$ cat src/pfm_pkg.sv
// pfm_pkg: constants shared by the pin function matrix
// assumes an apb slave with 32-bit aligned registers
package pfm_pkg;
  // ----------------------------------------
  // sizes
  // ----------------------------------------
  localparam int NPIN = 18;  // port pins 0..17
  localparam int NFN = 4;  // movable outputs, and inputs
  localparam int NCH = 8;  // pin interrupt channels
  typedef logic [NFN-1:0][7:0] pfm_sel_t;  // one pin number a byte
  typedef logic [NCH-1:0][7:0] pfm_chsel_t;
  // ----------------------------------------
  // register byte offsets
  // ----------------------------------------
  localparam logic [7:0] OFS_FIXED = 8'h00;
  localparam logic [7:0] OFS_OSEL = 8'h04;
  localparam logic [7:0] OFS_ISEL = 8'h08;
  localparam logic [7:0] OFS_DIR = 8'h0C;
  localparam logic [7:0] OFS_OUT = 8'h10;
  localparam logic [7:0] OFS_SET = 8'h14;
  localparam logic [7:0] OFS_CLR = 8'h18;
  localparam logic [7:0] OFS_PIN = 8'h1C;
  localparam logic [7:0] OFS_PULL = 8'h20;
  localparam logic [7:0] OFS_ANA = 8'h24;
  localparam logic [7:0] OFS_CSEL0 = 8'h28;
  localparam logic [7:0] OFS_CSEL1 = 8'h2C;
  localparam logic [7:0] OFS_CMODE = 8'h30;
  localparam logic [7:0] OFS_CFLAG = 8'h34;
  localparam logic [7:0] OFS_CTRL = 8'h38;
  localparam logic [7:0] OFS_STAT = 8'h3C;
  // ----------------------------------------
  // fixed function enable bits
  // ----------------------------------------
  localparam int FX_CMP1 = 0;
  localparam int FX_CMP2 = 1;
  localparam int FX_DDATA = 2;
  localparam int FX_DCLK = 3;
  localparam int FX_RST = 4;
  localparam int FX_XIN = 5;
  localparam int FX_XOUT = 6;
  localparam logic [6:0] FIXED_RST = 7'h1C;  // debug pair and reset on
  // ----------------------------------------
  // pin numbers
  // ----------------------------------------
  localparam int PORT_PIN_ZERO = 0;
  localparam int LEGACY_BOOT_SELECT_PIN = 1;
  localparam int DEBUG_DATA_PIN = 2;
  localparam int DEBUG_CLOCK_PIN = 3;
  localparam int DEEP_WAKE_PIN = 4;
  localparam int RESET_INPUT_PIN = 5;
  localparam int XTAL_IN_PIN = 8;
  localparam int XTAL_OUT_PIN = 9;
  localparam int OPEN_DRAIN_PIN_A = 10;
  localparam int OPEN_DRAIN_PIN_B = 11;
  localparam int BOOT_SELECT_PIN = 12;
  localparam int NTAP = 5;  // pins taken in boundary scan
  localparam int SERIAL0_RECEIVE = 0;  // movable input index
  // ----------------------------------------
  // reset values and field positions
  // ----------------------------------------
  localparam logic [7:0] SEL_NONE = 8'hFF;
  localparam logic [17:0] PULL_RST = 18'h3F3FF;  // not on open drain
  localparam int CM_LEVEL = 0;  // mode byte: level select
  localparam int CM_RISE = 8;  // rise, or high active
  localparam int CM_FALL = 16;  // fall, or low active
  localparam int CT_WAKEDIS = 0;
  localparam int CT_ISPEXIT = 1;
endpackage : pfm_pkg

$ cat src/pfm_matrix.sv
// pfm_matrix: pin function matrix with apb registers
// assumes pin inputs synchronous to pclk; pads resolve pin_out/pin_oe_n
//
// Functional notes
// reset gives gpio, except debug pair, reset
// fixed pins switch gpio or fixed function
// any movable function onto any port pin
// one output per pin; inputs may share
// routed function disconnects the pin's gpio
// boundary scan takes pins zero to four
// low deep wake pin wakes deep power-down
// boot select low at reset enters programming
// programming mode: pin zero feeds serial receive
// gpio pins reset as inputs with pull-up; open drain pins 10 and 11 reset without one
// analog or oscillator use disables digital
// open drain pins never drive high
// unbonded open drain pins driven low by software
// reset pin inactive in deep power-down
// wake pin disable needs low power oscillator
// eight pin interrupts, level or edges
// boundary scan beats software routing
//
// Local design decisions: the APB interface to the registers and the placing of the registers.
`timescale 1ns/1ns
module pfm_matrix
(
  // clock and reset
  input logic pclk,
  input logic presetn,
  // apb slave
  input logic psel,
  input logic penable,
  input logic pwrite,
  input logic [7:0] paddr,
  input logic [31:0] pwdata,
  output logic [31:0] prdata,
  output logic pready,
  output logic pslverr,
  // package pins
  input logic [pfm_pkg::NPIN-1:0] pin_in,
  output logic [pfm_pkg::NPIN-1:0] pin_out,
  output logic [pfm_pkg::NPIN-1:0] pin_oe_n,
  output logic [pfm_pkg::NPIN-1:0] pin_pullup,
  output logic [pfm_pkg::NPIN-1:0] pin_dig_en,
  // movable functions
  input logic [pfm_pkg::NFN-1:0] mov_out,
  input logic [pfm_pkg::NFN-1:0] mov_out_en,
  output logic [pfm_pkg::NFN-1:0] mov_in,
  // debug, reset, oscillator
  input logic dbg_dio_out,
  input logic dbg_dio_en,
  output logic dbg_dio_in,
  output logic dbg_clk,
  output logic xtal_en,
  output logic sys_reset_req,
  // boundary scan
  input logic scan_mode,
  input logic tap_tdo,
  output logic tap_tdi,
  output logic tap_tck,
  output logic tap_tms,
  output logic tap_trst_n,
  // power and boot
  input logic deep_pd,
  input logic wake_osc_en,
  output logic wake_req,
  output logic isp_mode,
  // pin interrupts
  output logic [pfm_pkg::NCH-1:0] pint_irq
);
  import pfm_pkg::*;
  // ----------------------------------------
  // registers
  // ----------------------------------------
  logic [6:0] fixed_q;  // fixed function enables
  pfm_sel_t osel_q;  // pin of each movable output
  pfm_sel_t isel_q;  // pin of each movable input
  logic [NPIN-1:0] dir_q;  // port_direction_bits
  logic [NPIN-1:0] gout_q;  // gpio output levels
  logic [NPIN-1:0] pull_q;  // pullup_active
  logic [NPIN-1:0] ana_q;  // analog mode
  pfm_chsel_t csel_q;  // pin of each interrupt channel
  logic [23:0] cmode_q;  // level, rise, fall bytes
  logic [NCH-1:0] cflag_q;  // sticky edge flags
  logic [NCH-1:0] cprev_q;  // previous channel level
  logic wakedis_q;  // wake pin release request
  logic isp_q;  // in_system_programming active
  logic strap_q;  // boot strap already taken
  logic pready_q;
  logic pslverr_q;
  logic [31:0] prdata_q;
  logic [31:0] rd_d;
  logic rd_ok;
  logic wr;  // apb write takes effect
  // ----------------------------------------
  // decode helpers
  // ----------------------------------------
  // first movable output routed to pin p, lowest index wins
  function automatic logic [2:0] out_owner(input pfm_sel_t s, input int p);
    logic [2:0] r;
    r = 3'h0;
    for (int f = NFN - 1; f >= 0; f--) begin
      if (s[f] == 8'(p)) begin
        r = {1'b1, 2'(f)};
      end
    end
    return r;
  endfunction : out_owner
  // any movable input routed to pin p
  function automatic logic in_used(input pfm_sel_t s, input int p);
    logic r;
    r = 1'b0;
    for (int f = 0; f < NFN; f++) begin
      if (s[f] == 8'(p)) begin
        r = 1'b1;
      end
    end
    return r;
  endfunction : in_used
  // ----------------------------------------
  // per pin routing
  // ----------------------------------------
  logic [NPIN-1:0] ana_en;  // digital section off
  logic [NPIN-1:0] pin_dig;  // digital pin level
  logic [NPIN-1:0] drv;  // pad drive wanted
  logic [NPIN-1:0] val;  // level to drive
  logic [NPIN-1:0] fx_ana;  // analog fixed functions
  logic wake_dis_eff;
  assign fx_ana = NPIN'(
      ({17'h0, fixed_q[FX_CMP1]} << PORT_PIN_ZERO)
    | ({17'h0, fixed_q[FX_CMP2]} << LEGACY_BOOT_SELECT_PIN)
    | ({17'h0, fixed_q[FX_XIN]} << XTAL_IN_PIN)
    | ({17'h0, fixed_q[FX_XOUT]} << XTAL_OUT_PIN));
  for (genvar p = 0; p < NPIN; p++) begin : g_pin
    logic [2:0] own;
    logic tap;
    assign own = out_owner(osel_q, p);
    assign tap = scan_mode && (p < NTAP);
    // analog and oscillator pins lose digital; scan keeps its pins
    assign ana_en[p] = ~tap & (ana_q[p] | fx_ana[p]);
    assign pin_dig[p] = pin_in[p] & ~ana_en[p];
    assign pin_dig_en[p] = ~ana_en[p];
    assign pin_pullup[p] = pull_q[p] & ~ana_en[p];
    // drive source, highest priority first
    always_comb begin
      drv[p] = 1'b0;
      val[p] = 1'b1;
      if (tap) begin
        // scan owns pin zero as test data out
        drv[p] = (p == PORT_PIN_ZERO);
        val[p] = tap_tdo;
      end else if (ana_en[p]) begin
        drv[p] = 1'b0;
      end else if (own[2]) begin
        // movable output replaces fixed and gpio
        drv[p] = mov_out_en[own[1:0]];
        val[p] = mov_out[own[1:0]];
      end else if (in_used(isel_q, p)) begin
        drv[p] = 1'b0;
      end else if (p == DEBUG_DATA_PIN && fixed_q[FX_DDATA]) begin
        drv[p] = dbg_dio_en;
        val[p] = dbg_dio_out;
      end else if ((p == DEBUG_CLOCK_PIN && fixed_q[FX_DCLK]) ||
                   (p == RESET_INPUT_PIN && fixed_q[FX_RST])) begin
        drv[p] = 1'b0;
      end else begin
        // plain gpio, reset as input
        drv[p] = dir_q[p];
        val[p] = gout_q[p];
      end
    end
    // open drain pads only ever pull low
    if (p == OPEN_DRAIN_PIN_A || p == OPEN_DRAIN_PIN_B) begin : g_od
      assign pin_out[p] = 1'b0;
      assign pin_oe_n[p] = ~(drv[p] & ~val[p]);
    end else begin : g_pp
      assign pin_out[p] = val[p];
      assign pin_oe_n[p] = ~drv[p];
    end
  end
  // ----------------------------------------
  // movable inputs and fixed function inputs
  // ----------------------------------------
  // unrouted inputs idle high
  for (genvar f = 0; f < NFN; f++) begin : g_min
    always_comb begin
      if (isp_q && f == SERIAL0_RECEIVE) begin
        mov_in[f] = pin_dig[PORT_PIN_ZERO];
      end else if (isel_q[f] < 8'(NPIN)) begin
        mov_in[f] = pin_dig[isel_q[f][4:0]];
      end else begin
        mov_in[f] = 1'b1;
      end
    end
  end
  assign dbg_dio_in = fixed_q[FX_DDATA] & pin_dig[DEBUG_DATA_PIN];
  assign dbg_clk = fixed_q[FX_DCLK] & pin_dig[DEBUG_CLOCK_PIN];
  assign xtal_en = fixed_q[FX_XIN] | fixed_q[FX_XOUT];
  // reset pad ignored while in deep power-down
  assign sys_reset_req = fixed_q[FX_RST] & ~deep_pd & ~pin_in[RESET_INPUT_PIN];
  // test access inputs only while scanning
  assign tap_tdi = scan_mode & pin_in[1];
  assign tap_tck = scan_mode & pin_in[2];
  assign tap_tms = scan_mode & pin_in[3];
  assign tap_trst_n = ~scan_mode | pin_in[4];
  // the wake pin may be freed only with the timer oscillator on
  assign wake_dis_eff = wakedis_q & wake_osc_en;
  assign wake_req = deep_pd & ~wake_dis_eff & ~pin_in[DEEP_WAKE_PIN];
  assign isp_mode = isp_q;
  // ----------------------------------------
  // boot strap
  // ----------------------------------------
  // boot select caught on the first edge after reset release
  always_ff @(posedge pclk or negedge presetn) begin
    if (!presetn) begin
      strap_q <= 1'b0;
      isp_q <= 1'b0;
    end else if (!strap_q) begin
      strap_q <= 1'b1;
      isp_q <= ~pin_in[BOOT_SELECT_PIN];
    end else if (wr && paddr == OFS_CTRL && pwdata[CT_ISPEXIT]) begin
      isp_q <= 1'b0;
    end
  end
  // ----------------------------------------
  // pin interrupts
  // ----------------------------------------
  logic [NCH-1:0] ch_lvl;  // channel pin level
  logic [NCH-1:0] ch_set;  // edge seen this cycle
  logic [NCH-1:0] cflag_clr;  // software clear
  for (genvar c = 0; c < NCH; c++) begin : g_ch
    logic on;
    assign on = csel_q[c] < 8'(NPIN);
    // source is the pad level, whatever is routed there
    assign ch_lvl[c] = on & pin_dig[csel_q[c][4:0]];
    assign ch_set[c] = on & ~cmode_q[CM_LEVEL+c] &
      ((cmode_q[CM_RISE+c] & ch_lvl[c] & ~cprev_q[c]) |
       (cmode_q[CM_FALL+c] & ~ch_lvl[c] & cprev_q[c]));
    // level channels follow the pin, edge channels the flag
    assign pint_irq[c] = cmode_q[CM_LEVEL+c]
      ? on & ((cmode_q[CM_RISE+c] & ch_lvl[c]) |
              (cmode_q[CM_FALL+c] & ~ch_lvl[c]))
      : cflag_q[c];
  end
  assign cflag_clr = (wr && paddr == OFS_CFLAG) ? pwdata[NCH-1:0] : '0;
  // edge flags: a set in the clearing cycle wins
  always_ff @(posedge pclk or negedge presetn) begin
    if (!presetn) begin
      cflag_q <= '0;
      cprev_q <= '0;
    end else begin
      cprev_q <= ch_lvl;
      cflag_q <= (cflag_q & ~cflag_clr) | ch_set;
    end
  end
  // ----------------------------------------
  // apb slave
  // ----------------------------------------
  // one wait state; write lands on the completing edge
  assign wr = psel & penable & pwrite & pready_q;
  always_ff @(posedge pclk or negedge presetn) begin
    if (!presetn) begin
      pready_q <= 1'b0;
      pslverr_q <= 1'b0;
      prdata_q <= '0;
    end else begin
      pready_q <= psel & penable & ~pready_q;
      pslverr_q <= psel & penable & ~pready_q & ~rd_ok;
      if (psel && penable && !pready_q && !pwrite) begin
        prdata_q <= rd_d;
      end
    end
  end
  assign pready = pready_q;
  assign pslverr = pslverr_q;
  assign prdata = prdata_q;
  // read mux; set and clear read as zero
  always_comb begin
    rd_d = '0;
    rd_ok = (paddr[1:0] == 2'h0) && (paddr <= OFS_STAT);
    case (paddr)
      OFS_FIXED: rd_d = {25'h0, fixed_q};
      OFS_OSEL: rd_d = osel_q;
      OFS_ISEL: rd_d = isel_q;
      OFS_DIR: rd_d = {14'h0, dir_q};
      OFS_OUT: rd_d = {14'h0, gout_q};
      OFS_PIN: rd_d = {14'h0, pin_dig};
      OFS_PULL: rd_d = {14'h0, pull_q};
      OFS_ANA: rd_d = {14'h0, ana_q};
      OFS_CSEL0: rd_d = csel_q[3:0];
      OFS_CSEL1: rd_d = csel_q[7:4];
      OFS_CMODE: rd_d = {8'h0, cmode_q};
      OFS_CFLAG: rd_d = {24'h0, cflag_q};
      OFS_CTRL: rd_d = {31'h0, wakedis_q};
      OFS_STAT: rd_d = {28'h0, wake_dis_eff, deep_pd, scan_mode, isp_q};
      default: rd_d = '0;
    endcase
  end
  // configuration registers
  always_ff @(posedge pclk or negedge presetn) begin
    if (!presetn) begin
      fixed_q <= FIXED_RST;
      osel_q <= {NFN{SEL_NONE}};
      isel_q <= {NFN{SEL_NONE}};
      pull_q <= PULL_RST;
      ana_q <= '0;
      csel_q <= {NCH{SEL_NONE}};
      cmode_q <= '0;
      wakedis_q <= 1'b0;
    end else if (wr) begin
      case (paddr)
        OFS_FIXED: fixed_q <= pwdata[6:0];
        OFS_OSEL: osel_q <= pwdata;
        OFS_ISEL: isel_q <= pwdata;
        OFS_PULL: pull_q <= pwdata[NPIN-1:0];
        OFS_ANA: ana_q <= pwdata[NPIN-1:0];
        OFS_CSEL0: csel_q[3:0] <= pwdata;
        OFS_CSEL1: csel_q[7:4] <= pwdata;
        OFS_CMODE: cmode_q <= pwdata[23:0];
        OFS_CTRL: wakedis_q <= pwdata[CT_WAKEDIS];
        default: ;
      endcase
    end
  end
  // gpio direction and level, with set and clear writes
  always_ff @(posedge pclk or negedge presetn) begin
    if (!presetn) begin
      dir_q <= '0;
      gout_q <= '0;
    end else if (wr) begin
      case (paddr)
        OFS_DIR: dir_q <= pwdata[NPIN-1:0];
        OFS_OUT: gout_q <= pwdata[NPIN-1:0];
        OFS_SET: gout_q <= gout_q | pwdata[NPIN-1:0];
        OFS_CLR: gout_q <= gout_q & ~pwdata[NPIN-1:0];
        default: ;
      endcase
    end
  end
endmodule : pfm_matrix

$ cat config.mk
export PLATFORM = sky130hd
export DESIGN_NAME = pfm_matrix
export DESIGN_NICKNAME = d
export VERILOG_FILES = /design/src/pfm_pkg.sv /design/src/pfm_matrix.sv
export SDC_FILE = /design/constraint.sdc
export NUM_CORES = 1
export LEC_CHECK = 0
export BUFFER_PORTS_ARGS = -buffer_cell sky130_fd_sc_hd__buf_4
export CAP_MARGIN = 20
export CORE_MARGIN = 2
export CORE_UTILIZATION = 50
export CTS_BUF_LIST = sky130_fd_sc_hd__clkbuf_16
export DETAILED_ROUTE_END_ITERATION = 8
export PLACE_DENSITY = 0.77
export SLEW_MARGIN = 20
export SYNTH_ARGS = -nofsm -noshare
export SYNTH_HDL_FRONTEND = slang
export SYNTH_SLANG_ARGS = --single-unit
export TNS_END_PERCENT = 5
$ cat constraint.sdc
create_clock -name pclk -period 3.55 [get_ports pclk]
set_clock_uncertainty 0.15 [all_clocks]
set_input_delay 0.355 -clock pclk [delete_from_list [all_inputs] [get_ports pclk]]
set_output_delay 0.355 -clock pclk [all_outputs]
set_load 0.05 [all_outputs]
* Yosys cells after proc, flatten, opt, wreduce, memory -nomap -nowiden
Index checks and enable logic that the tools add are counted.
** Operators by class
- $lt $le $gt $ge :: 43
- Eq/ne operators :: 152
- Muxes and demuxes :: 423
- Bitwise gates (word level) :: 237
- Reduce and logical (&&, ||, !) cells :: 31
** Operator list (count)
- $eq 8x4->1 const B :: 66
- $pmux 32 s14 :: 1
- $mux 1 :: 300
- $eq 8x3->1 const B :: 33
- $mux 3 :: 72
- $eq 8x5->1 const B :: 20
- $eq 8x2->1 const B :: 16
- $and 1x1->1 :: 122
- $lt 8x5->1 const B :: 12
- $bmux 1 s2 :: 36
- $logic_not 8->1 :: 9
- $lt 5x6->1 const B :: 12
- $not 1->1 :: 70
- $eq 8x1->1 const B :: 8
- $eq 8x6->1 const B :: 8
- $bmux 1 s5 :: 12
- $lt 2x3->1 const B :: 18
- $pmux 18 s3 :: 1
- $or 1x1->1 :: 28
- $reduce_and 2->1 :: 11
- $and 18x18->18 :: 1
- $not 18->18 :: 1
- $or 18x18->18 :: 1
- $or 9x10->10 :: 1
- 13 further kinds :: 27
** Storage, ports and cells
- Bits in registers :: 284
- Input bits :: 77
- Logic and storage cells :: 916

* Depth between registers and ports, before layout
- Depth in word-level cells :: 16
- Gate-level depth with buffers :: 9
- Gate-level depth less buffers :: 7

* Worst setup path before layout
Ideal clock, no wire load.
- Path kind :: register -> output
- Start :: reg osel_q[0] (netlist bit)
- End :: out pin_oe_n[4] (netlist bit)
- Arrival :: 3.509 ns
- Required time :: 3.045 ns
- Path slack :: -0.464 ns
- Cell stages (with the launch flop) :: 8
- Cell sequence :: dfstp_2 clkbuf_1 or4_1 or2_2 o22ai_1 nand2b_1 mux2_2 a221oi_1
** Between the ends
- Longest elaborated chain between the ends :: 8
** RTL lines
- from (decl) :: RTL line pfm_matrix.sv:76 : pfm_sel_t osel_q;
- from (signal assigned) :: RTL line pfm_matrix.sv:303 : osel_q <= {NFN{SEL_NONE}};
- from (signal assigned) :: RTL line pfm_matrix.sv:313 : OFS_OSEL: osel_q <= pwdata;
- $eq 8x3->1 (*) :: RTL line pfm_matrix.sv:103 : if (s[f] == 8'(p)) begin
- $mux 3 (*) :: RTL line pfm_matrix.sv:103
- $bmux 1 s2 :: RTL line pfm_matrix.sv:156 : drv[p] = mov_out_en[own[1:0]];
- $mux 1 (implied by the code) :: RTL line pfm_matrix.sv:156
- $mux 1 (*) :: RTL line pfm_matrix.sv:154 : end else if (own[2]) begin
- $mux 1 (*) :: RTL line pfm_matrix.sv:152 : end else if (ana_en[p]) begin
- $mux 1 (*) :: RTL line pfm_matrix.sv:148 : if (tap) begin
- $not 1->1 (*) :: RTL line pfm_matrix.sv:178 : assign pin_oe_n[p] = ~drv[p];
- to (decl) :: RTL line pfm_matrix.sv:42 : output logic [pfm_pkg::NPIN-1:0] pin_oe_n,
Mark *: on every way between the ends. The rest lies on a longest branch, timed or not. The select of a mux whose other input is x is not followed.

* Final worst setup path
- Start :: reg osel_q[16] (netlist bit)
- End :: out pin_out[1] (netlist bit)
** Between the ends
- Longest elaborated chain between the ends :: 9
** RTL lines
- $eq 8x1->1 (*) :: RTL line pfm_matrix.sv:103
- $mux 3 (*) (3 in a row) :: RTL line pfm_matrix.sv:103
- $bmux 1 s2 :: RTL line pfm_matrix.sv:157 : val[p] = mov_out[own[1:0]];
- $mux 1 (implied by the code) :: RTL line pfm_matrix.sv:157
- $mux 1 (*) :: RTL line pfm_matrix.sv:154
- $mux 1 (*) :: RTL line pfm_matrix.sv:152
- $mux 1 (*) :: RTL line pfm_matrix.sv:148
- to (decl) :: RTL line pfm_matrix.sv:41 : output logic [pfm_pkg::NPIN-1:0] pin_out,
Marks and branches as above.

==> reports/qor.csv <==
metric,value,unit
synth_top_family_by_area,multiplexers,
worst_slack,-0.268,ns
cts_tree,built,
wl_per_cell,34.8,um
stdcell_count,2954,
drt_iter0_drc,3336,
fill_cells,3372,
cp_cell_sequence,nand2b_1 > nor4b_1 > buf_4 > o221ai_4 > mux2i_1 > mux2_2 > o32ai_4 > buf_4 > buf_8,
synthArstFlopShare,100,%
cp_num_cells,9,
ir_drop,0.413,mV
synthSimpleGateAreaFrac,19.5,%
status,"complete, but fails checks",
holdWs,0.0172,ns
dr_wl_met2,43600,um
post-route-min-period,3.82,ns
critPathRequiredTime,3.04,ns
numClockSinks,284,
numCtsBuffers,31,
crit_type,reg2out,
post-synth-top-area-cell,dfstp_2,
vias,21440,
seqCellArea,0.00732,mm2
synthXorXnorAreaFrac,0,%
hp-class,in2reg,
first_global_vias,20414,
crit_slowest_cell,dfstp_2,
first_pass_iters,7,
drt-total-wl,103000,um
placedCellCount,2857,
pwr-share-seq,44.9,%
rsz0062_at_grt,yes,
die_w,206,um
m1WireLength,36800,um
syn_area_per_cell,9.38,um2
clock.fmax,262,MHz
max_stage_delay,0.65,ns
start_util,50.9,%
cp-start-kind,flip-flop,
ys_ff_latch,284,
yosys-top-cells-count,"mux2_2 (218), nand2_1 (194), clkbuf_1 (156)",
post_synth_fa_ha_maj_area_fraction,0,%
ys_seq_area_share,35.8,%
hpwl,76700,um
drive_gt1_share,36.5,%
final.period_utilization,108,%
synth_flop_cell,dfstp_2,
violations,negative setup slack,
fin_nets,2475,
drv_slew,0,
htreeDepth,1,
clockBufferDepth,3,
end_kind,output port,
cts.clk_slew.worst_paths,0.06,ns
place_congestion,1.09,
maxCapViolCount,0,
synth.top_cell.area_share,19.0,%
synth_compound_area_share,19.1,%
core_area,0.0400,mm2
cp-startpoint,osel_q[16],
power.leakage,10.2,nW
postRouteAntennaNets,0,
cpMostUsedCell,buf_4,
dr_wl_met3,13300,um
worst-r2r-setup-slack,0.95,ns
antenna_found_initial,7,
synth_edf_count,0,
p_int,0.00533,W
row_count,73,
synth_mux_area_share,21.0,%
power.share.clock,43.3,%
tightest_slew,0.899,ns
multi_input_area,0.0126,mm2
dp_slack,0.123,ns
p_sw,0.00210,W
ys_warn_count,0,
path_buf_inv,3,
swShare,28.2,%
die_h,206,um
grt_max_degree,100,
final-setup-viol-count,31,
drc,0,
p_comb_share,11.9,%
powerDensity,299,mW/mm2
tns,-3.63,ns
finalHoldViolCount,0,
clk_latency,0.61,ns
dieArea,0.0424,mm2
setup.worst_path.end,pin_out[1],
via_per_inst,7.26,
syn_area,0.0204,mm2
relSlewSlack,39.5,%
areaGrowthSynthToFinish,22.0,%
timing.rr.start,ana_q[16],
worstPathMaxFanout,7,
cts-root-buf,clkbuf_16,
grt_overflow,0,
critPathArrivalTime,3.31,ns
yosysMostFrequentCell,mux2_2,
crit_family,flip-flops,
portBuffers,202,
ios,205,
r2r-end,cflag_q[4],
globalRouteTotalUtil,48.0,%
synth.distinct_cells,85,
postSynthCellCount,2173,
highest_layer,met5,
grt_pass1_wl,145000,um
reg2reg_depth,6,
synth_area_leaders,"dfstp_2 (19%), dfrtp_1 (17%), mux2_2 (12%)",
## power groups by stage
stage / clock network, W / registers (W) / logic, W
CTS: 0.00322 / 0.00333 / 0.000843
global route: 0.00334 / 0.00333 / 0.000899
global placement: 0 / 0.00338 / 0.000790
finish: 0.00321 / 0.00333 / 0.000881
floorplan: 0 / 0.00335 / 0.000384
detailed placement: 0 / 0.00338 / 0.000798
## per-stage QoR
stage          util [%]  power [W]  area, um2
2_1_floorplan         -    0.00374      20400
3_3_place_gp       57.6    0.00417      23100
3_5_place_dp       57.6    0.00418      23100
4_1_cts            61.7    0.00739      24700
5_1_grt            62.1    0.00757      24800
6_report           62.1    0.00743      24900
## state kept, by name, summed over array words and instances (netlist names), 7 cells and up
register,count
pull_q,18
fixed_q,7
gout_q,18
osel_q,32
ana_q,18
prdata,32
isel_q,32
dir_q,18
csel_q,64
cmode_q,24
cprev_q,8
cflag_q,8
## cell type report
cell class                 instances  area share (%)
clock buffer                      32            3.22
inverter                          53           0.800
antenna                            6          0.0604
timing repair buffer             379            12.4
sequential                       284            29.4
multi-input combinational       1649            50.7
tap                              525            2.64
clock inverter                    26           0.705
## worst reg2reg max path, delay by kind of cell (launching register included)
kind / cells / cell delay [ns]
compound gates: 4 / 1.14
flops: 1 / 0.50
mux: 1 / 0.18
simple gates: 1 / 0.52
## what timing repair did
action,4_1_cts,5_1_grt
pin swaps,20,9
hold buffers,28,0
hold endpoints to repair,157,0
setup buffers,4,1
setup endpoints to repair,37,45
resized for setup,72,32
## layer usage
metal  track usage (%)  vias up
met2              72.2     1800
met1              60.5    10500
li1                  -     8673
met5                 0        -
met4              32.4        4
met3              13.1      463
## worst min-delay path by stage
stage | from | end | slack (ns) | cells past startpoint
2_1_floorplan | presetn | ana_q[0] | -0.09 | 0
3_3_place_gp | presetn | cmode_q[20] | 0.20 | 1
3_5_place_dp | presetn | cmode_q[20] | 0.21 | 1
4_1_cts | pwdata[17] | csel_q[17] | 0.00002 | 3
5_1_grt | pwdata[4] | cflag_q[4] | 0.03 | 3
6_report | pwdata[4] | cflag_q[4] | 0.02 | 3
## cell families (layout without fill, tap and decap cells)
family,Yosys count,after routing
multiplexers,376,376
flip-flops,284,284
AND/OR/NAND/NOR,739,739
other,2,9
buffers and inverters,241,490
AO/OA/AOI/OAI,531,531
## placed cells by master (no fill, tap or decap), drive strengths merged, types with 13 or more instances in the layout
cell and n:
buf 351, mux2 218, nand2 194, dfstp 147, mux2i 139, dfrtp 137, nor2 121, o21ai 95
a22oi 87, nor3 72, inv 62, a21oi 55, nor2b 54, nand2b 46, nand3 44, or3 33
clkbuf 32, a211oi 30, o22ai 29, dlygate4sd3 28, o211ai 26, nor4 23, a21o 22, nor4b 21
nand3b 19, mux4 19, a31oi 18, and2 18, nand4 15, clkinv 15, o221ai 14, nor3b 13
(Power assumes the default switching activity.)
